## config.mk

```make
export PLATFORM = sky130hd
export DESIGN_NAME = serial_port_control_status
export DESIGN_NICKNAME = d
export VERILOG_FILES = /design/src/shared/serial_port_pkg.sv /design/src/verilog/serial_port_control_status.sv /design/src/verilog/serial_tx.sv /design/src/verilog/serial_rx.sv
export SDC_FILE = /design/constraint.sdc
export NUM_CORES = 1
export LEC_CHECK = 0
export ABC_CLOCK_PERIOD_IN_PS = 4450
export BUFFER_PORTS_ARGS = -buffer_cell sky130_fd_sc_hd__clkbuf_2
export CAP_MARGIN = 30
export CORE_MARGIN = 2
export CORE_UTILIZATION = 50
export DETAILED_ROUTE_END_ITERATION = 8
export PLACE_DENSITY_LB_ADDON = 0.15
export SLEW_MARGIN = 20
export SYNTH_ARGS = -nofsm -noshare
export SYNTH_HDL_FRONTEND = slang
export SYNTH_SLANG_ARGS = --single-unit
```

## constraint.sdc

```tcl
create_clock -name clk -period 4.45 [get_ports clk]
set_input_delay 0.445 -clock clk [delete_from_list [all_inputs] [get_ports clk]]
set_output_delay 0.445 -clock clk [all_outputs]
set_load 0.005 [all_outputs]
```

## src/shared/serial_port_pkg.sv

```systemverilog
/*
  Shared constants of the serial port: register map, field
  positions, reset values, bit timing and receiver states.
  Assumes a 32-bit APB bus with byte addresses.
*/
package serial_port_pkg;
  localparam logic [7:0]  ADDR_CONTROL_ONE   = 8'h00;
  localparam logic [7:0]  ADDR_CONTROL_TWO   = 8'h04;
  localparam logic [7:0]  ADDR_CONTROL_THREE = 8'h08;
  localparam logic [7:0]  ADDR_STATUS_ONE    = 8'h0C;
  localparam logic [7:0]  ADDR_DATA          = 8'h10;
  localparam logic [7:0]  ADDR_BAUD          = 8'h14;

  localparam logic [2:0]  SEL_CONTROL_ONE    = 3'h0;
  localparam logic [2:0]  SEL_CONTROL_TWO    = 3'h1;
  localparam logic [2:0]  SEL_CONTROL_THREE  = 3'h2;
  localparam logic [2:0]  SEL_STATUS_ONE     = 3'h3;
  localparam logic [2:0]  SEL_DATA           = 3'h4;
  localparam logic [2:0]  SEL_BAUD           = 3'h5;
  localparam logic [2:0]  SEL_NONE           = 3'h7;

  localparam int          C1_MODULE_ENABLE   = 6;
  localparam int          C1_NINE_BIT        = 4;
  localparam int          C1_WAKE_ADDRESS    = 3;
  localparam int          C1_PARITY_EN       = 1;
  localparam int          C1_PARITY_ODD      = 0;
  localparam logic [7:0]  C1_WRITE_MASK      = 8'h5B;

  localparam int          C2_TX_EMPTY_IE     = 7;
  localparam int          C2_TX_COMPLETE_IE  = 6;
  localparam int          C2_RX_FULL_IE      = 5;
  localparam int          C2_IDLE_IE         = 4;
  localparam int          C2_TX_ENABLE       = 3;
  localparam int          C2_RX_ENABLE       = 2;
  localparam int          C2_STANDBY         = 1;
  localparam int          C2_SEND_BREAK      = 0;

  localparam int          C3_RX_NINTH        = 7;
  localparam int          C3_TX_NINTH        = 6;
  localparam logic [7:0]  C3_ERR_EN_MASK     = 8'h0F;

  localparam int          S1_TX_EMPTY        = 7;
  localparam int          S1_TX_COMPLETE     = 6;
  localparam int          S1_RX_FULL         = 5;
  localparam int          S1_IDLE            = 4;

  localparam logic [7:0]  CONTROL_RESET      = 8'h00;
  localparam logic [15:0] BAUD_RESET         = 16'h0020;
  localparam logic [5:0]  RX_FLAGS_RESET     = 6'h00;

  localparam logic [3:0]  OVERSAMPLE_LAST    = 4'hF;
  localparam logic [3:0]  SAMPLE_FIRST       = 4'h7;
  localparam logic [3:0]  SAMPLE_LAST        = 4'h9;
  localparam logic [3:0]  FRAME_LEN_EIGHT    = 4'hA;
  localparam logic [3:0]  FRAME_LEN_NINE     = 4'hB;

  typedef enum logic [1:0] {
    RX_IDLE,
    RX_START,
    RX_DATA,
    RX_STOP
  } rx_state_type;
endpackage

```

## src/verilog/serial_port_control_status.sv

```systemverilog
/*
  Serial port control and status: APB register slave, transmit
  sequencing (preamble, break, data), receive flag handling and
  the three interrupt request levels.
  Assumes an APB master on clk and a remote station on the pins.
*/
`timescale 1ns/1ps
// How it works
// Transmit request from empty or complete flags
// Receive request from full or idle flags
// Enabling transmitter sends all-ones preamble
// Disabling transmitter finishes current character
// Re-enable during send queues idle character
// Enables not written while module disabled
// Receiver enable gates reception, keeps flags
// Standby suppresses receive requests until wake condition
// Break characters back to back, then one
// Break toggle before preamble goes ahead of it
// Received ninth bit captured with data
// Transmit ninth bit loaded with data
// Error request from enabled error flags
// Empty flag: set on load, cleared sequence
// Complete flag while nothing is shifting
// Full flag: set on receive, read sequence
// Idle flag needs a valid character first
// Overrun drops new character, guarded clear
// Noise flag on disagreeing bit samples
// Framing flag on zero stop bit
// Parity flag on failed parity check
// Module disable forces empty and complete
// Three separate level request outputs
module serial_port_control_status
  import serial_port_pkg::*;
(
  input  wire logic        clk,
  input  wire logic        rst_b,
  input  wire logic        psel,
  input  wire logic        penable,
  input  wire logic        pwrite,
  input  wire logic [7:0]  paddr,
  input  wire logic [31:0] pwdata,
  output logic [31:0]      prdata,
  output logic             pready,
  output logic             pslverr,
  input  wire logic        rxd_pin,
  output logic             txd_pin,
  output logic             tx_irq,
  output logic             rx_irq,
  output logic             err_irq
);
  logic        rst_meta_ff;
  logic        rst_n;
  logic        rxd_meta_ff;
  logic        rxd_ff;
  logic [31:0] prdata_ff;
  logic        pready_ff;
  logic        pslverr_ff;
  logic [7:0]  ctl1_ff;
  logic [7:0]  ctl2_ff;
  logic [3:0]  err_en_ff;
  logic        tx_ninth_ff;
  logic        rx_ninth_ff;
  logic [7:0]  rx_data_ff;
  logic [7:0]  tx_buf_ff;
  logic [15:0] baud_ff;
  logic [15:0] baud_cnt_ff;
  logic        tick_ff;
  logic        tx_empty_ff;
  logic        tc_ff;
  logic        tx_arm_ff;
  logic [5:0]  rxf_ff;
  logic [5:0]  arm_ff;
  logic        idle_armed_ff;
  logic        te_prev_ff;
  logic        re_prev_ff;
  logic        pend_pre_ff;
  logic        tail_ff;
  logic        tx_irq_ff;
  logic        rx_irq_ff;
  logic        err_irq_ff;
  logic [2:0]  sel;
  logic        acc;
  logic        wr;
  logic        rd;
  logic        me;
  logic        te;
  logic        re;
  logic        send_break;
  logic        standby;
  logic        nine;
  logic [3:0]  frame_len;
  logic [7:0]  status_v;
  logic [7:0]  ctl3_v;
  logic [7:0]  rd_v;
  logic        load_go;
  logic        load_data;
  logic        load_pre;
  logic [10:0] frame;
  logic [3:0]  load_len;
  logic        tx_busy;
  logic        rx_done;
  logic [8:0]  rx_word;
  logic        rx_noise;
  logic        rx_ferr;
  logic        rx_idle;
  logic        rx_msb;
  logic        rx_perr;
  logic        wake_by_mark;
  logic        wake_by_idle;
  logic        take_char;
  logic        store;
  logic [5:0]  rx_set;
  logic [5:0]  rx_clr;
  logic        data_rd;
  logic        data_wr;
  logic        nxt_tx_empty;
  logic [7:0]  par_src;

  function automatic logic [2:0] reg_select(input logic [7:0] a);
    unique case (a)
      ADDR_CONTROL_ONE:   reg_select = SEL_CONTROL_ONE;
      ADDR_CONTROL_TWO:   reg_select = SEL_CONTROL_TWO;
      ADDR_CONTROL_THREE: reg_select = SEL_CONTROL_THREE;
      ADDR_STATUS_ONE:    reg_select = SEL_STATUS_ONE;
      ADDR_DATA:          reg_select = SEL_DATA;
      ADDR_BAUD:          reg_select = SEL_BAUD;
      default:            reg_select = SEL_NONE;
    endcase
  endfunction

  always_ff @(posedge clk or negedge rst_b) begin
    if (!rst_b) begin
      rst_meta_ff <= 1'b0;
      rst_n       <= 1'b0;
    end else begin
      rst_meta_ff <= 1'b1;
      rst_n       <= rst_meta_ff;
    end
  end

  always_ff @(posedge clk or negedge rst_n) begin
    if (!rst_n) begin
      rxd_meta_ff <= 1'b1;
      rxd_ff      <= 1'b1;
    end else begin
      rxd_meta_ff <= rxd_pin;
      rxd_ff      <= rxd_meta_ff;
    end
  end

  assign sel       = reg_select(paddr);
  assign acc       = psel & penable & pready_ff;
  assign wr        = acc & pwrite;
  assign rd        = acc & ~pwrite;
  assign data_rd   = rd & (sel == SEL_DATA);
  assign data_wr   = wr & (sel == SEL_DATA);
  assign me        = ctl1_ff[C1_MODULE_ENABLE];
  assign nine      = ctl1_ff[C1_NINE_BIT];
  assign te        = ctl2_ff[C2_TX_ENABLE];
  assign re        = ctl2_ff[C2_RX_ENABLE];
  assign send_break       = ctl2_ff[C2_SEND_BREAK];
  assign standby   = ctl2_ff[C2_STANDBY];
  assign frame_len = nine ? FRAME_LEN_NINE : FRAME_LEN_EIGHT;
  assign status_v  = {tx_empty_ff, tc_ff, rxf_ff};
  assign ctl3_v    = {rx_ninth_ff, tx_ninth_ff, 2'b00, err_en_ff};

  always_comb begin
    unique case (sel)
      SEL_CONTROL_ONE:   rd_v = ctl1_ff;
      SEL_CONTROL_TWO:   rd_v = ctl2_ff;
      SEL_CONTROL_THREE: rd_v = ctl3_v;
      SEL_STATUS_ONE:    rd_v = status_v;
      SEL_DATA:          rd_v = rx_data_ff;
      default:           rd_v = 8'h00;
    endcase
  end

  // Zero wait states: answer in the first access cycle
  always_ff @(posedge clk or negedge rst_n) begin
    if (!rst_n) begin
      pready_ff  <= 1'b0;
      pslverr_ff <= 1'b0;
      prdata_ff  <= 32'h0000_0000;
    end else begin
      pready_ff  <= psel & ~penable;
      pslverr_ff <= psel & ~penable & (sel == SEL_NONE);
      if (psel && !penable) begin
        prdata_ff <= (sel == SEL_BAUD) ? {16'h0000, baud_ff}
                                       : {24'h00_0000, rd_v};
      end
    end
  end

  always_ff @(posedge clk or negedge rst_n) begin
    if (!rst_n) begin
      ctl1_ff   <= CONTROL_RESET;
      err_en_ff <= CONTROL_RESET[3:0];
      baud_ff   <= BAUD_RESET;
    end else if (wr) begin
      if (sel == SEL_CONTROL_ONE) ctl1_ff <= pwdata[7:0] & C1_WRITE_MASK;
      // error enables
      if (sel == SEL_CONTROL_THREE) begin
        err_en_ff <= pwdata[3:0] & C3_ERR_EN_MASK[3:0];
      end
      if (sel == SEL_BAUD) baud_ff <= pwdata[15:0];
    end
  end

  always_ff @(posedge clk or negedge rst_n) begin
    if (!rst_n) begin
      ctl2_ff <= CONTROL_RESET;
    end else if (wr && sel == SEL_CONTROL_TWO) begin
      ctl2_ff <= pwdata[7:0];
      // enables held
      if (!me) begin
        ctl2_ff[C2_TX_ENABLE] <= te;
        ctl2_ff[C2_RX_ENABLE] <= re;
      end
    end else if (wake_by_mark || wake_by_idle) begin
      // wake clears standby
      ctl2_ff[C2_STANDBY] <= 1'b0;
    end
  end

  // Data, not control: these hold their contents through reset
  always_ff @(posedge clk) begin
    if (wr && sel == SEL_CONTROL_THREE) tx_ninth_ff <= pwdata[C3_TX_NINTH];
    if (data_wr) tx_buf_ff <= pwdata[7:0];
    // ninth bit with data
    if (store) begin
      rx_data_ff  <= rx_word[7:0];
      rx_ninth_ff <= nine ? rx_word[8] : rx_word[7];
    end
  end

  // Divider period is baud_ff + 1 clocks per oversample tick
  always_ff @(posedge clk or negedge rst_n) begin
    if (!rst_n) begin
      baud_cnt_ff <= 16'h0000;
      tick_ff     <= 1'b0;
    end else if (!me) begin
      baud_cnt_ff <= 16'h0000;
      tick_ff     <= 1'b0;
    end else begin
      tick_ff     <= (baud_cnt_ff == 16'h0000);
      baud_cnt_ff <= (baud_cnt_ff == 16'h0000) ? baud_ff
                                               : baud_cnt_ff - 16'h0001;
    end
  end

  // nothing new once disabled
  // break ahead of preamble
  assign load_go   = me & te & ~tx_busy &
                     (send_break | tail_ff | pend_pre_ff | ~tx_empty_ff);
  assign load_pre  = load_go & ~send_break & ~tail_ff & pend_pre_ff;
  assign load_data = load_go & ~send_break & ~tail_ff & ~pend_pre_ff;
  assign par_src   = nine ? tx_buf_ff : {1'b0, tx_buf_ff[6:0]};

  always_comb begin
    load_len = frame_len;
    if (send_break) begin
      // break is all zeros
      frame = 11'h000;
    end else if (tail_ff) begin
      frame    = 11'h7FF;
      load_len = 4'h1;
    end else if (pend_pre_ff) begin
      // preamble of ones
      frame = 11'h7FF;
    end else if (nine) begin
      // ninth bit into frame
      frame = {1'b1,
               ctl1_ff[C1_PARITY_EN] ?
                 (^par_src ^ ctl1_ff[C1_PARITY_ODD]) : tx_ninth_ff,
               tx_buf_ff, 1'b0};
    end else if (ctl1_ff[C1_PARITY_EN]) begin
      frame = {2'b11, ^par_src ^ ctl1_ff[C1_PARITY_ODD],
               tx_buf_ff[6:0], 1'b0};
    end else begin
      frame = {2'b11, tx_buf_ff, 1'b0};
    end
  end

  always_ff @(posedge clk or negedge rst_n) begin
    if (!rst_n) begin
      te_prev_ff  <= 1'b0;
      pend_pre_ff <= 1'b0;
      tail_ff     <= 1'b0;
    end else begin
      te_prev_ff <= te;
      // re-enable queues idle
      pend_pre_ff <= (te & ~te_prev_ff) | (pend_pre_ff & ~load_pre);
      // single one after break
      if (load_go) tail_ff <= send_break;
    end
  end

  // set on load, cleared by sequence
  // disable forces empty
  assign nxt_tx_empty = ~me | load_data |
                        (tx_empty_ff & ~(data_wr & tx_arm_ff));

  always_ff @(posedge clk or negedge rst_n) begin
    if (!rst_n) begin
      tx_empty_ff <= 1'b1;
      tc_ff       <= 1'b1;
      tx_arm_ff   <= 1'b0;
    end else begin
      tx_empty_ff <= nxt_tx_empty;
      // complete when nothing queued
      // disable forces complete
      tc_ff <= ~me | (nxt_tx_empty & ~tx_busy & ~load_go &
                      ~(te & (pend_pre_ff | send_break | tail_ff)));
      if (rd && sel == SEL_STATUS_ONE) begin
        tx_arm_ff <= prdata_ff[S1_TX_EMPTY];
      end else if (data_wr) begin
        tx_arm_ff <= 1'b0;
      end
    end
  end

  serial_tx u_tx (
    .clk       (clk),
    .rst_n     (rst_n),
    .tick      (tick_ff),
    .load      (load_go),
    .frame     (frame),
    .frame_len (load_len),
    .txd       (txd_pin),
    .busy      (tx_busy)
  );

  serial_rx u_rx (
    .clk       (clk),
    .rst_n     (rst_n),
    .tick      (tick_ff),
    .enable    (me & re),
    .rxd       (rxd_ff),
    .nine      (nine),
    .frame_len (frame_len),
    .done      (rx_done),
    .rdata     (rx_word),
    .noise     (rx_noise),
    .ferr      (rx_ferr),
    .idle      (rx_idle)
  );

  assign rx_msb       = nine ? rx_word[8] : rx_word[7];
  // standby exit conditions
  assign wake_by_mark = standby & ctl1_ff[C1_WAKE_ADDRESS] &
                        rx_done & rx_msb;
  assign wake_by_idle = standby & ~ctl1_ff[C1_WAKE_ADDRESS] & rx_idle;
  assign take_char    = rx_done & (~standby | wake_by_mark);
  // new character dropped
  assign store        = take_char & ~rxf_ff[S1_RX_FULL];
  // parity check
  assign rx_perr      = ctl1_ff[C1_PARITY_EN] &
                        ((nine ? ^rx_word : ^rx_word[7:0]) ^
                         ctl1_ff[C1_PARITY_ODD]);

  // full on store
  // idle only when armed
  // overrun on full
  // noise with character
  // framing with character
  assign rx_set = {store,
                   rx_idle & idle_armed_ff & ~standby,
                   take_char & rxf_ff[S1_RX_FULL],
                   store & rx_noise,
                   store & rx_ferr,
                   store & rx_perr};
  assign rx_clr = arm_ff & {6{data_rd}};

  // flags untouched by enable
  always_ff @(posedge clk or negedge rst_n) begin
    if (!rst_n) begin
      rxf_ff        <= RX_FLAGS_RESET;
      arm_ff        <= RX_FLAGS_RESET;
      idle_armed_ff <= 1'b0;
      re_prev_ff    <= 1'b0;
    end else begin
      // A new event wins over a clear in the same cycle
      rxf_ff     <= rx_set | (rxf_ff & ~rx_clr);
      re_prev_ff <= re;
      // clear armed only if seen set; noise armed by any status read
      if (rd && sel == SEL_STATUS_ONE) begin
        arm_ff <= {prdata_ff[5:3], 1'b1, prdata_ff[1:0]};
      end else if (data_rd) begin
        arm_ff <= RX_FLAGS_RESET;
      end
      // disarm on clear or enable, rearm on store
      idle_armed_ff <= store | (idle_armed_ff &
                       ~(rx_clr[S1_IDLE] & rxf_ff[S1_IDLE]) &
                       ~(re & ~re_prev_ff));
    end
  end

  // three level requests
  always_ff @(posedge clk or negedge rst_n) begin
    if (!rst_n) begin
      tx_irq_ff  <= 1'b0;
      rx_irq_ff  <= 1'b0;
      err_irq_ff <= 1'b0;
    end else begin
      // transmit request
      // blocked when disabled
      tx_irq_ff  <= me & ((tx_empty_ff & ctl2_ff[C2_TX_EMPTY_IE]) |
                          (tc_ff & ctl2_ff[C2_TX_COMPLETE_IE]));
      // receive request
      // suppressed in standby
      rx_irq_ff  <= ~standby &
                    ((rxf_ff[S1_RX_FULL] & ctl2_ff[C2_RX_FULL_IE]) |
                     (rxf_ff[S1_IDLE] & ctl2_ff[C2_IDLE_IE]));
      // error request
      err_irq_ff <= |(rxf_ff[3:0] & err_en_ff);
    end
  end

  assign prdata  = prdata_ff;
  assign pready  = pready_ff;
  assign pslverr = pslverr_ff;
  assign tx_irq  = tx_irq_ff;
  assign rx_irq  = rx_irq_ff;
  assign err_irq = err_irq_ff;
endmodule

```

## src/verilog/serial_tx.sv

```systemverilog
/*
  Transmit shifter: sends a frame of up to 11 bits, LSB first,
  one bit per 16 oversample ticks, line high when idle.
  Assumes load only while busy is low.
*/
`timescale 1ns/1ps
module serial_tx
  import serial_port_pkg::*;
(
  input  wire logic        clk,
  input  wire logic        rst_n,
  input  wire logic        tick,
  input  wire logic        load,
  input  wire logic [10:0] frame,
  input  wire logic [3:0]  frame_len,
  output logic             txd,
  output logic             busy
);
  logic [10:0] shift_ff;
  logic [3:0]  left_ff;
  logic [3:0]  sub_ff;
  logic        txd_ff;

  assign txd  = txd_ff;
  assign busy = (left_ff != 4'h0);

  always_ff @(posedge clk or negedge rst_n) begin
    if (!rst_n) begin
      shift_ff <= 11'h000;
      left_ff  <= 4'h0;
      sub_ff   <= 4'h0;
      txd_ff   <= 1'b1;
    end else if (load) begin
      txd_ff   <= frame[0];
      shift_ff <= {1'b1, frame[10:1]};
      left_ff  <= frame_len;
      sub_ff   <= 4'h0;
    end else if (busy && tick) begin
      sub_ff <= sub_ff + 4'h1;
      if (sub_ff == OVERSAMPLE_LAST) begin
        left_ff  <= left_ff - 4'h1;
        // Last bit held, so breaks join with no gap
        if (left_ff != 4'h1) txd_ff <= shift_ff[0];
        shift_ff <= {1'b1, shift_ff[10:1]};
      end
    end else if (!busy) begin
      txd_ff <= 1'b1;
    end
  end
endmodule

```

## src/verilog/serial_rx.sv

```systemverilog
/*
  Receive shifter: 16x oversampling, majority of three samples
  per bit, noise when the samples differ, idle after a full
  frame of ones. Assumes rxd is already synchronised.
*/
`timescale 1ns/1ps
module serial_rx
  import serial_port_pkg::*;
(
  input  wire logic       clk,
  input  wire logic       rst_n,
  input  wire logic       tick,
  input  wire logic       enable,
  input  wire logic       rxd,
  input  wire logic       nine,
  input  wire logic [3:0] frame_len,
  output logic            done,
  output logic [8:0]      rdata,
  output logic            noise,
  output logic            ferr,
  output logic            idle
);
  rx_state_type state_ff;
  logic [3:0]   sub_ff;
  logic [2:0]   smp_ff;
  logic [3:0]   bit_ff;
  logic [8:0]   data_ff;
  logic         noise_ff;
  logic         noise_out_ff;
  logic         done_ff;
  logic         ferr_ff;
  logic         idle_ff;
  logic [7:0]   idle_cnt_ff;
  logic         bit_end;

  function automatic logic maj3(input logic [2:0] s);
    maj3 = (s[0] & s[1]) | (s[0] & s[2]) | (s[1] & s[2]);
  endfunction

  function automatic logic noisy(input logic [2:0] s);
    noisy = (|s) & ~(&s);
  endfunction

  assign done    = done_ff;
  assign rdata   = data_ff;
  assign noise   = noise_out_ff;
  assign ferr    = ferr_ff;
  assign idle    = idle_ff;
  assign bit_end = tick && (sub_ff == OVERSAMPLE_LAST);

  always_ff @(posedge clk or negedge rst_n) begin
    if (!rst_n) begin
      sub_ff <= 4'h0;
      smp_ff <= 3'h0;
    end else if (!enable || state_ff == RX_IDLE) begin
      sub_ff <= (tick && !rxd) ? 4'h1 : 4'h0;
    end else if (tick) begin
      sub_ff <= sub_ff + 4'h1;
      if (sub_ff >= SAMPLE_FIRST && sub_ff <= SAMPLE_LAST) begin
        smp_ff <= {smp_ff[1:0], rxd};
      end
    end
  end

  always_ff @(posedge clk or negedge rst_n) begin
    if (!rst_n) begin
      state_ff     <= RX_IDLE;
      bit_ff       <= 4'h0;
      data_ff      <= 9'h000;
      noise_ff     <= 1'b0;
      noise_out_ff <= 1'b0;
      done_ff      <= 1'b0;
      ferr_ff      <= 1'b0;
    end else begin
      done_ff <= 1'b0;
      if (!enable) begin
        state_ff <= RX_IDLE;
      end else begin
        unique case (state_ff)
          RX_IDLE: if (tick && !rxd) begin
            state_ff <= RX_START;
            noise_ff <= 1'b0;
          end
          RX_START: if (bit_end) begin
            // A high majority is a false start
            state_ff <= maj3(smp_ff) ? RX_IDLE : RX_DATA;
            noise_ff <= noisy(smp_ff);
            bit_ff   <= 4'h0;
          end
          RX_DATA: if (bit_end) begin
            data_ff[bit_ff] <= maj3(smp_ff);
            noise_ff        <= noise_ff | noisy(smp_ff);
            bit_ff          <= bit_ff + 4'h1;
            if (bit_ff == (nine ? 4'h8 : 4'h7)) begin
              state_ff <= RX_STOP;
            end
          end
          RX_STOP: if (bit_end) begin
            state_ff     <= RX_IDLE;
            done_ff      <= 1'b1;
            ferr_ff      <= ~maj3(smp_ff);
            noise_out_ff <= noise_ff | noisy(smp_ff);
          end
        endcase
      end
    end
  end

  always_ff @(posedge clk or negedge rst_n) begin
    if (!rst_n) begin
      idle_cnt_ff <= 8'h00;
      idle_ff     <= 1'b0;
    end else begin
      idle_ff <= 1'b0;
      if (!enable || !rxd || state_ff != RX_IDLE) begin
        idle_cnt_ff <= 8'h00;
      end else if (tick && idle_cnt_ff != 8'hFF) begin
        idle_cnt_ff <= idle_cnt_ff + 8'h01;
        idle_ff     <= (idle_cnt_ff == {frame_len, 4'h0} - 8'h01);
      end
    end
  end
endmodule

```

==> metrics.txt, run 1 <==
status finished clean; Slew @ Worst Pin 840 ps; Sink Count 168; Final Net Count 844; cell area after synthesis 8120 um^2; Initial DRC Count between 300 and 400; final hold violation count 0; Post-synth EDFFs 18; Cells after Synth 731; Final Cycle Share 54.9%; largest net degree at the start of global routing 149; clock skew 7.39 ps; vias in the first global route 5,791; via/cell ratio 5.59; Leak approximately 4.3 nW; Post-Synth XOR/XNOR Area ~4.5%; Worst path slowest cell nor3b_2; largest family of logic cells by synthesized area simple AND/OR/NAND/NOR gates; GRT Overall Usage 21.0%; fin. max-slew vios 0; drt pass-1 iters 5; top_reg_cell synth dfrtp_1; Synth Register Bits 168; filler instances 1,386; first-pass GRT wire length 29,100 um; H-tree depth 4; full die area 17,300 um^2; startpoint types flop; slowest stage delay, CP 450 ps; most frequent cells in the layout 143 x dfrtp_1, 89 x nand2_1, 51 x clkbuf_2; total CTS buffers 17; RSZ-0062 raised after global routing false; Root Buffer clkbuf_16; HPWL after detailed placement between 10,000 and 15,000 um; Buffers & Inverters on Critical Path 1; Slew HR 43.8%; distinct cell type count after synthesis a little over 70; crit path time final 2440 ps; Reg clk slew, reported paths 60 ps; I/O pin count 84; Vias 5,639; DR DRC count 0; post-synthesis mux area share a little under a tenth; Internal 2.52 mW; Compound-Gate Fraction of Synth Area 12.2%; Hold/Removal Path Class input port to flop; commonest non-fill, non-tap cell in the layout dfrtp_1; Max Fclk 410 MHz; Port Buffers slightly above 50; CTS tree done; post-DR wirelength/cell 17.2 um; Placer Congestion 0.871; fin area 9150 um^2; Final Total Pwr 3.22 mW; power per cell area 352 nW/um^2; clock latency at the later pin of the worst-skew pair around 420 ps; Fin Setup TNS 0 ps; grt total ovfl 0; final count of negative-setup-slack endpoints 0; Routed WL 17,400 um; initial antenna violation count 0; share of layout cells above drive strength 1 15.8%; Avg Inst Size Synth 11.1 um^2; critical path's top delay family simple AND/OR/NAND/NOR gates; max cap viols 0; Post-DP Area 8500 um^2; largest fanout on the critical path 13; antenna-violating nets left 0; Clk network pwr share 47.6%; # resized after CTS 0; Clock Tree Buf Depth 2; switching fraction of total power 21.6%; WS Path Type flop to flop; Starting Density 51.1%; Core Region 15,900 um^2; Synth Area in Adders under 10%; WP data required 4790 ps; Die Ht 131 um; Chip Width 131 um; critical-path cell list inv_1 -> ha_1 -> nor3b_2 -> nand3_1 -> nand2b_1 -> nand2_1 -> a2bb2oi_1; share of async-settable or async-resettable flops after synthesis 89.3%; register area share after synthesis 53.0%; CP endpoint kind flop; Psw 0.697 mW; final hold slack 105 ps; simple-gate share of the synthesized area 14.1%; power share of the sequential group roughly half; Diodes inserted 0; arrival time at the worst endpoint 2780 ps; VDD IR max 0.279 mV; # rows 46; Syn. warnings 0; Layout area overhead 12.7%; combinational share of power 3.2%
==> Yosys cell counts (6+ instances only) <==
| master | count | share of area (%) |
|---|---|---|
| dfrtp_1 | 144 | 44 |
| nand2_1 | 89 | 4.1 |
| nor2_1 | 41 | 1.9 |
| o21ai_0 | 35 | 2.2 |
| xnor2_1 | 33 | 3.6 |
| mux2_1 | 31 | 4.3 |
| inv_1 | 25 | 1.2 |
| a21oi_1 | 23 | 1.4 |
| edfxtp_1 | 18 | 6.7 |
| ha_1 | 18 | 2.8 |
| mux2_2 | 18 | 2.5 |
| a22o_1 | 17 | 1.8 |
| buf_4 | 17 | 1.6 |
| clkbuf_1 | 16 | 0.74 |
| nand2b_1 | 15 | 1.2 |
| nor3_1 | 15 | 0.92 |
| nand3_1 | 13 | 0.80 |
| a2bb2oi_1 | 10 | 1.1 |
| mux2i_1 | 10 | 1.2 |
| xor2_1 | 9 | 0.97 |
| a21o_1 | 8 | 0.74 |
| nand4_1 | 8 | 0.62 |
| o21ai_1 | 8 | 0.49 |
| and2_1 | 6 | 0.46 |
| dfstp_2 | 6 | 1.9 |
| nor2b_1 | 6 | 0.46 |
==> state kept, by name (all words and copies together), names as in the netlist, 2 cells and up <==
register / cells
baud_cnt_ff: 16
prdata: 16
u_rx.state_ff: 2
err_en_ff: 4
u_tx.left_ff: 4
arm_ff: 6
u_rx.smp_ff: 3
baud_ff: 16
u_rx.idle_cnt_ff: 8
u_tx.shift_ff: 11
u_tx.sub_ff: 4
rxf_ff: 6
u_rx.rdata: 9
u_rx.bit_ff: 4
u_rx.sub_ff: 4
ctl1_ff: 5
rx_data_ff: 8
tx_buf_ff: 8
ctl2_ff: 8
==> worst paths after layout <==
kind | slack (ps) | cells past startpoint | end | from
hold reg to reg | 360 | 0 | rxd_ff | rxd_meta_ff
setup reg to reg | 2010 | 7 | u_tx.shift_ff[3] | u_tx.left_ff[1]
min in group asynchronous | 350 | 2 | rst_n | rst_b
max in group asynchronous | 3410 | 1 | u_tx.shift_ff[7] | rst_n
hold / removal | 100 | 1 | rxd_meta_ff | rxd_pin
setup / recovery | 2010 | 7 | u_tx.shift_ff[3] | u_tx.left_ff[1]
==> cells by family (layout without fill, tap and decap cells) <==
| family | count (synthesis) | in the layout |
|---|---|---|
| adders and majority gates | 19 | 19 |
| and+or+nand+nor | 228 | 228 |
| xor gates and xnor gates | 42 | 42 |
| DFF | 168 | 168 |
| muxes | 63 | 63 |
| buffers and inverters | 65 | 112 |
| AOI/OAI and AO/OA | 144 | 144 |
| other | 2 | 17 |
==> layout make-up <==
cell class | instances | area (um^2) | area share [%]
clock buffers | 19 | 453 | 4.95
clock inverters | 13 | 169 | 1.85
inverters | 25 | 93.8 | 1.03
multi-input cells | 513 | 3550 | 38.8
flip-flops and latches | 168 | 4310 | 47.1
well taps | 216 | 270 | 2.95
repair buffers | 55 | 308 | 3.36
==> stage by stage <==
| stage | cells | util, % | setup WS (ps) |
|---|---|---|---|
| 2_1_floorplan | 746 | - | 1970 |
| 3_3_place_gp | 975 | 53.5 | 2100 |
| 3_5_place_dp | 975 | 53.5 | 2020 |
| 4_1_cts | 1008 | 57.5 | 2010 |
| 5_1_grt | 1009 | 57.6 | 1770 |
| 6_report | 1009 | 57.6 | 2010 |
==> layer usage <==
layer	vias up	track usage, %	share of wire (%)	wire length (um)
met5	-	0	0	0
met3	6	4.48	4.0	698
met4	0	5.25	0.54	94
met1	2848	28.5	46	8040
li1	2662	-	-	-
met2	123	34.6	49	8520
==> timing repair <==
item                      4_1_cts  5_1_grt
buffers inserted                0        0
hold buffers                    1        0
hold endpoints to repair        2        0
==> power by group through the flow <==
stage | combinational [mW] | clock (mW) | sequential [mW]
floorplan | 0.0551 | 0 | 1.63
global placement | 0.100 | 0 | 1.61
detailed placement | 0.104 | 0 | 1.61
CTS | 0.105 | 1.56 | 1.58
global route | 0.116 | 1.63 | 1.58
finish | 0.103 | 1.53 | 1.58
No activity file was read; power rests on OpenSTA's default activity.
==> inputs of run 2 (changes only) <==
- ABC_CLOCK_PERIOD_IN_PS: 4450 -> 2100
- clock period: 4.45 -> 2.1 ns (I/O delays scaled with it)
==> run 2 against run 1 <==
Effect of this change:
- utilization grew 1.6 points
- largest power group unchanged
- global-route usage grew 0.59 points
- die area is the same
- first-iteration DRC count grew 16%
==> metrics.txt, run 2 (synthesized netlist as in run 1, its figures left out) <==
Fin Setup TNS 0 ps; I/O pin count between 80 and 90; Final Total Pwr 6.71 mW; clock latency at the later pin of the worst-skew pair between 400 and 500 ps; WP data required 2400 ps; Worst Setup Slack, final 157 ps; final count of negative-setup-slack endpoints 0; area of the multi-input gates 3560 um^2; GRT Overall Usage around 22%; Layout area overhead 15.7%; most frequent cells in the layout 143 x dfrtp_1, 88 x nand2_1, 51 x clkbuf_2; total CTS buffers 17; # rows 46; post-DR wirelength/cell 16.7 um; Routed WL roughly 17,000 um; fin area 9400 um^2; CP endpoint kind flop; Psw around 1.4 mW; Die Ht roughly 130 um; grt total ovfl 0; RSZ-0062 raised after global routing false; Reg clk slew, reported paths 60 ps; DR DRC count 0; startpoint types flop; Clk network pwr share 46.4%; status finished clean; clock skew between 6 and 7 ps; Final Net Count 876; antenna-violating nets left 0; switching fraction of total power ~22%; H-tree depth 4; Placer Congestion a little under 0.9; hold depth 1; Internal 5.26 mW; R2R cell count 5; Clock Tree Buf Depth 2; power share of the sequential group 50.0%; initial antenna violation count 1; power per cell area 714 nW/um^2; arrival time at the worst endpoint 2250 ps; Final Cycle Share 92.5%; Critical R2R Launch baud_cnt_ff[2]; largest fanout on the critical path 16; Initial DRC Count between 400 and 500; fin. max-slew vios 0; crit path launch baud_cnt_ff[2]; Hold/Removal Path Class input port to flop; Port Buffers just over 50; combinational share of power about 3.6%; via/cell ratio 5.46; Root Buffer clkbuf_16; Sink Count 168; Core Region around 16,000 um^2; VDD IR max 0.581 mV; WS Path Type flop to flop; max cap viols 0; commonest non-fill, non-tap cell in the layout dfrtp_1; postcts setup bufs 0; Slew HR 62.9%; filler instances 1,353; Starting Density 51.1%; hold path startpoint pwdata[7]; Max Fclk 515 MHz; first-pass GRT wire length approximately 30,000 um; Post-DP Area between 8000 and 9000 um^2; Vias 5,688; drt pass-1 iters 5; Leak 4.39 nW; final hold violation count 0; Slew @ Worst Pin about 560 ps; register area 4310 um^2; crit path time final 1940 ps; Chip Width 131 um; Diodes inserted 0; full die area 17,300 um^2; HPWL after detailed placement 12,700 um; worst slack, placed 90.9 ps; largest net degree at the start of global routing 59; CTS tree done; share of layout cells above drive strength 1 18.2%; vias in the first global route 5,881
## run 2: changes by cell type in the layout (fill, tap and decap cells not counted), sizes merged
| cell | previous run | this run |
|---|---|---|
| dlygate4sd3 | 1 | 9 |
| clkinv | 3 | 5 |
| bufinv | 3 | 2 |
| clkbuf | 70 | 72 |
| inv | 28 | 25 |
| buf | 3 | 27 |
## run 2: layer usage
metal	vias up	part of all wire (%)	track usage, %	routed length [um]
li1	2742	-	-	-
met5	-	0	0	0
met2	108	48	34.5	8390
met4	0	1.4	6.94	241
met3	22	3.4	4.09	595
met1	2816	47	29.9	8160
## run 2: final cells by class
| class | instances | area share [%] |
|---|---|---|
| flip-flops and latches | 168 | 45.8 |
| multi-input cells | 513 | 37.9 |
| repair buffers | 87 | 6.10 |
| clock buffers | 21 | 5.01 |
| well taps | 216 | 2.88 |
| clock inverters | 11 | 1.31 |
| inverters | 25 | 0.999 |
## run 2: metrics by stage
step / instances / utilization [%] / hold WS, ps
finish: 1041 / 59.1 / 19.9
global route: 1041 / 59.1 / 6.98
CTS: 1041 / 59.1 / 1.92
detailed placement: 1000 / 54.8 / -1.47
global placement: 1000 / 54.8 / -4.01
floorplan: 746 / - / -85.6
## run 2: critical path, cell delays in order, from the launching register on
cell	delay [ps]
dfrtp_1	430
or4_1	560
or3_1	400
buf_4	200
nor2_1	150
a311oi_2	60
## run 2: power groups by stage
stage | combinational, mW | clock, mW | sequential (mW)
floorplan | 0.117 | 0 | 3.44
global placement | 0.225 | 0 | 3.41
detailed placement | 0.232 | 0 | 3.41
CTS | 0.246 | 3.18 | 3.35
global route | 0.272 | 3.31 | 3.36
finish | 0.241 | 3.11 | 3.35
## run 2: timing repair
| item | CTS | global route |
|---|---|---|
| hold endpoints to repair | 10 | 0 |
| hold buffers | 9 | 0 |
| resized for setup | 0 | 3 |
| endpoints found under the setup margin | 0 | 15 |
## run 2: worst paths after layout
check | endpoint | slack, ps
setup / recovery | baud_cnt_ff[5] | 160
hold / removal | tx_buf_ff[7] | 20
setup reg to reg | baud_cnt_ff[5] | 160
hold reg to reg | arm_ff[5] | 340
max in group asynchronous | rxd_meta_ff | 1340
min in group asynchronous | rst_n | 90
==> inputs of run 3 (changes only) <==
- ABC_AREA: default -> 1
- CAP_MARGIN: 30 -> default
==> run 3 against run 2 <==
Effect of this change:
- power rose by 1.1%
- critical endpoint is now u_tx.txd
- worst hold slack worse by 11 ps
- sequential cell count unchanged
- synthesized cell count increased by 28%
- critical path depth rose by 4
- synthesized area is 2.8% higher
- design area grew 2.1%
- utilization down 0.91 points
- register-to-register slack gained 60 ps
==> metrics.txt, run 3 <==
status finished clean; Area contributors post-synth dfrtp_1 43%, nand2_1 7.6%, edfxtp_1 6.5%; Routed WL 19,000 um; Synth top area share 43.2%; Hold/Removal Path Class input port to flop; Worst path slowest cell dfrtp_1; share of layout cells above drive strength 1 17.0%; HPWL after detailed placement 13,900 um; startpoint types flop; Commonest cells post-synth 170 x nand2_1, 144 x dfrtp_1, 116 x inv_1, 92 x o21ai_0, 69 x nor2_1; Post-DP Area slightly below 9000 um^2; clock skew 12.8 ps; distinct cell type count after synthesis 56; # resized after CTS 0; initial antenna violation count 0; WS Path Type flop to flop; cell area after synthesis around 8300 um^2; most frequent cell after synthesis nand2_1; RSZ-0062 raised after global routing false; post-DR wirelength/cell 15.2 um; Initial DRC Count 405; Max Fclk 531 MHz; Reg-to-Reg End u_tx.txd; hold path startpoint pwdata[0]; Root Buffer clkbuf_16; WP data required 2460 ps; share of async-settable or async-resettable flops after synthesis approximately nine tenths; DR top layer met4; met3 wire len ~670 um; Fin Setup TNS 0 ps; Core Region 16,500 um^2; Diodes inserted 0; final hold violation count 0; Die Ht 133 um; register area share after synthesis 51.5%; Slew HR 64.5%; fin. max-slew vios 0; fin area 9590 um^2; I/O pin count 84; max cap viols 0; CTS tree done; commonest non-fill, non-tap cell in the layout nand2_1; power per cell area 707 nW/um^2; DR DRC count 0; Leak 4.71 nW; # rows 47; crit path time final 1880 ps; hold endpoint tx_buf_ff[0]; R2R cell count 9; vias in the first global route ~6,200; grt total ovfl 0; hold depth 1; Post-synth EDFFs 18; largest net degree at the start of global routing 67; GRT Overall Usage 22.8%; full die area 17,700 um^2; Starting Density 50.7%; Critical R2R Launch u_tx.left_ff[0]; top_reg_cell synth dfrtp_1; most frequent cells in the layout 170 x nand2_1, 143 x dfrtp_1, 116 x inv_1; Chip Width 133 um; first-pass GRT wire length 31,600 um; critical-path cell list inv_1 -> ha_1 -> nand3_2 -> nor3_4 -> nand2_4 -> nor2_4 -> buf_4 -> nand2_1 -> a31oi_1; arrival time at the worst endpoint 2240 ps; CP endpoint kind flop; Port Buffers 51; Sink Count around 170; Synth Register Bits 168; Reg clk slew, reported paths 70 ps; met2 wire len around 9500 um; final count of negative-setup-slack endpoints 0; Metal-1 WL roughly 8400 um; total CTS buffers 17; Avg Inst Size Synth 8.92 um^2; clock latency at the later pin of the worst-skew pair 440 ps; slowest stage delay, CP around 380 ps; Syn. warnings 0; Layout area overhead 14.9%; VDD IR max 0.648 mV; Vias 6,512; Clock Tree Buf Depth 2; Cells after Synth about 940; largest fanout on the critical path 11; Final Net Count 1,083; Final Cycle Share 89.7%; Slew @ Worst Pin 532 ps; R2R setup slack about 220 ps; Placer Congestion 0.862; final hold slack 8.88 ps; filler instances 1,458; H-tree depth 4; antenna-violating nets left 0; via/cell ratio 5.20; drt pass-1 iters 5; largest area contributor in the netlist dfrtp_1
run 3: cell types whose count changed after synthesis, sizes merged, moves of 10 or more:
cell,delta
mux2i,-10
nand2,+91
a2bb2oi,-10
xnor2,-25
nand3,+37
nand2b,-15
a22o,-17
mux2,-45
a21oi,+24
nor2,+40
inv,+101
o21ai,+68
run 3: stage by stage:
step / setup WS [ps] / util, % / power, mW / instances
after floorplan: 334 / - / 3.55 / 951
after global placement: 230 / 54.0 / 3.65 / 1209
after detailed placement: 171 / 54.0 / 3.65 / 1209
after CTS: 168 / 58.0 / 6.85 / 1247
after global routing: 51.3 / 58.2 / 7.04 / 1252
final: 217 / 58.2 / 6.78 / 1252
run 3: power breakdown:
part / internal [mW] / switching, mW / leakage, nW
logic: 0.0874 / 0.153 / 2.39
clock network: 1.88 / 1.31 / 0.288
registers: 3.32 / 0.0350 / 2.03
run 3: area by class of cell:
type	count	area [um^2]	share of cell area [%]
Clock buffer	22	484	5.05
Clock inverter	10	119	1.24
Inverter	129	485	5.06
Multi-Input combinational cell	620	3380	35.2
Sequential cell	168	4310	44.9
Tap cell	220	275	2.87
Timing Repair Buffer	83	541	5.64
run 3: cells by family (layout without fill, tap and decap cells):
logic type                 after synthesis  in the layout  share of synthesized area [%]
and+or+nand+nor                        353            353                           20.2
AOI/OAI and AO/OA                      209            209                           14.2
DFF                                    168            168                           51.5
buffers and inverters                  163            244                           8.66
xor gates and xnor gates                19             19                           1.99
adders and majority gates               18             18                           2.70
muxes                                    4              4                          0.674
other                                    2             17                         0.0900
run 3: worst max-delay path by stage:
stage                     endpoint        startpoint  slack [ps]  cells past startpoint
2_1_floorplan        rx_data_ff[0]        ctl1_ff[4]         330                      8
3_3_place_gp                 tc_ff   u_tx.left_ff[0]         230                     10
3_5_place_dp                 tc_ff   u_tx.left_ff[0]         170                     10
4_1_cts                pend_pre_ff   u_tx.left_ff[0]         170                      9
5_1_grt        u_rx.idle_cnt_ff[7]  u_rx.state_ff[0]          50                      9
6_report                  u_tx.txd   u_tx.left_ff[0]         220                      9
run 3: critical path, delay by kind of cell, from the launching register on:
kind                     cells  cell delay [ps]
AND/OR/NAND/NOR              5              770
adder cells (fa/ha/maj)      1              220
buffers and inverters        2              260
flip-flops                   1              380
AO/OA/AOI/OAI                1              180
run 3: layer usage:
metal	vias to the layer above	GRT usage, %
met2	115	37.6
li1	3245	-
met4	0	9.04
met1	3122	29.6
met3	30	4.64
met5	-	0
run 3: repair_timing:
| item | 4_1_cts | 5_1_grt |
|---|---|---|
| buffers inserted | 0 | 3 |
| setup endpoints to repair | 0 | 2 |
| endpoints found under the hold margin | 7 | 2 |
| hold buffers | 6 | 2 |
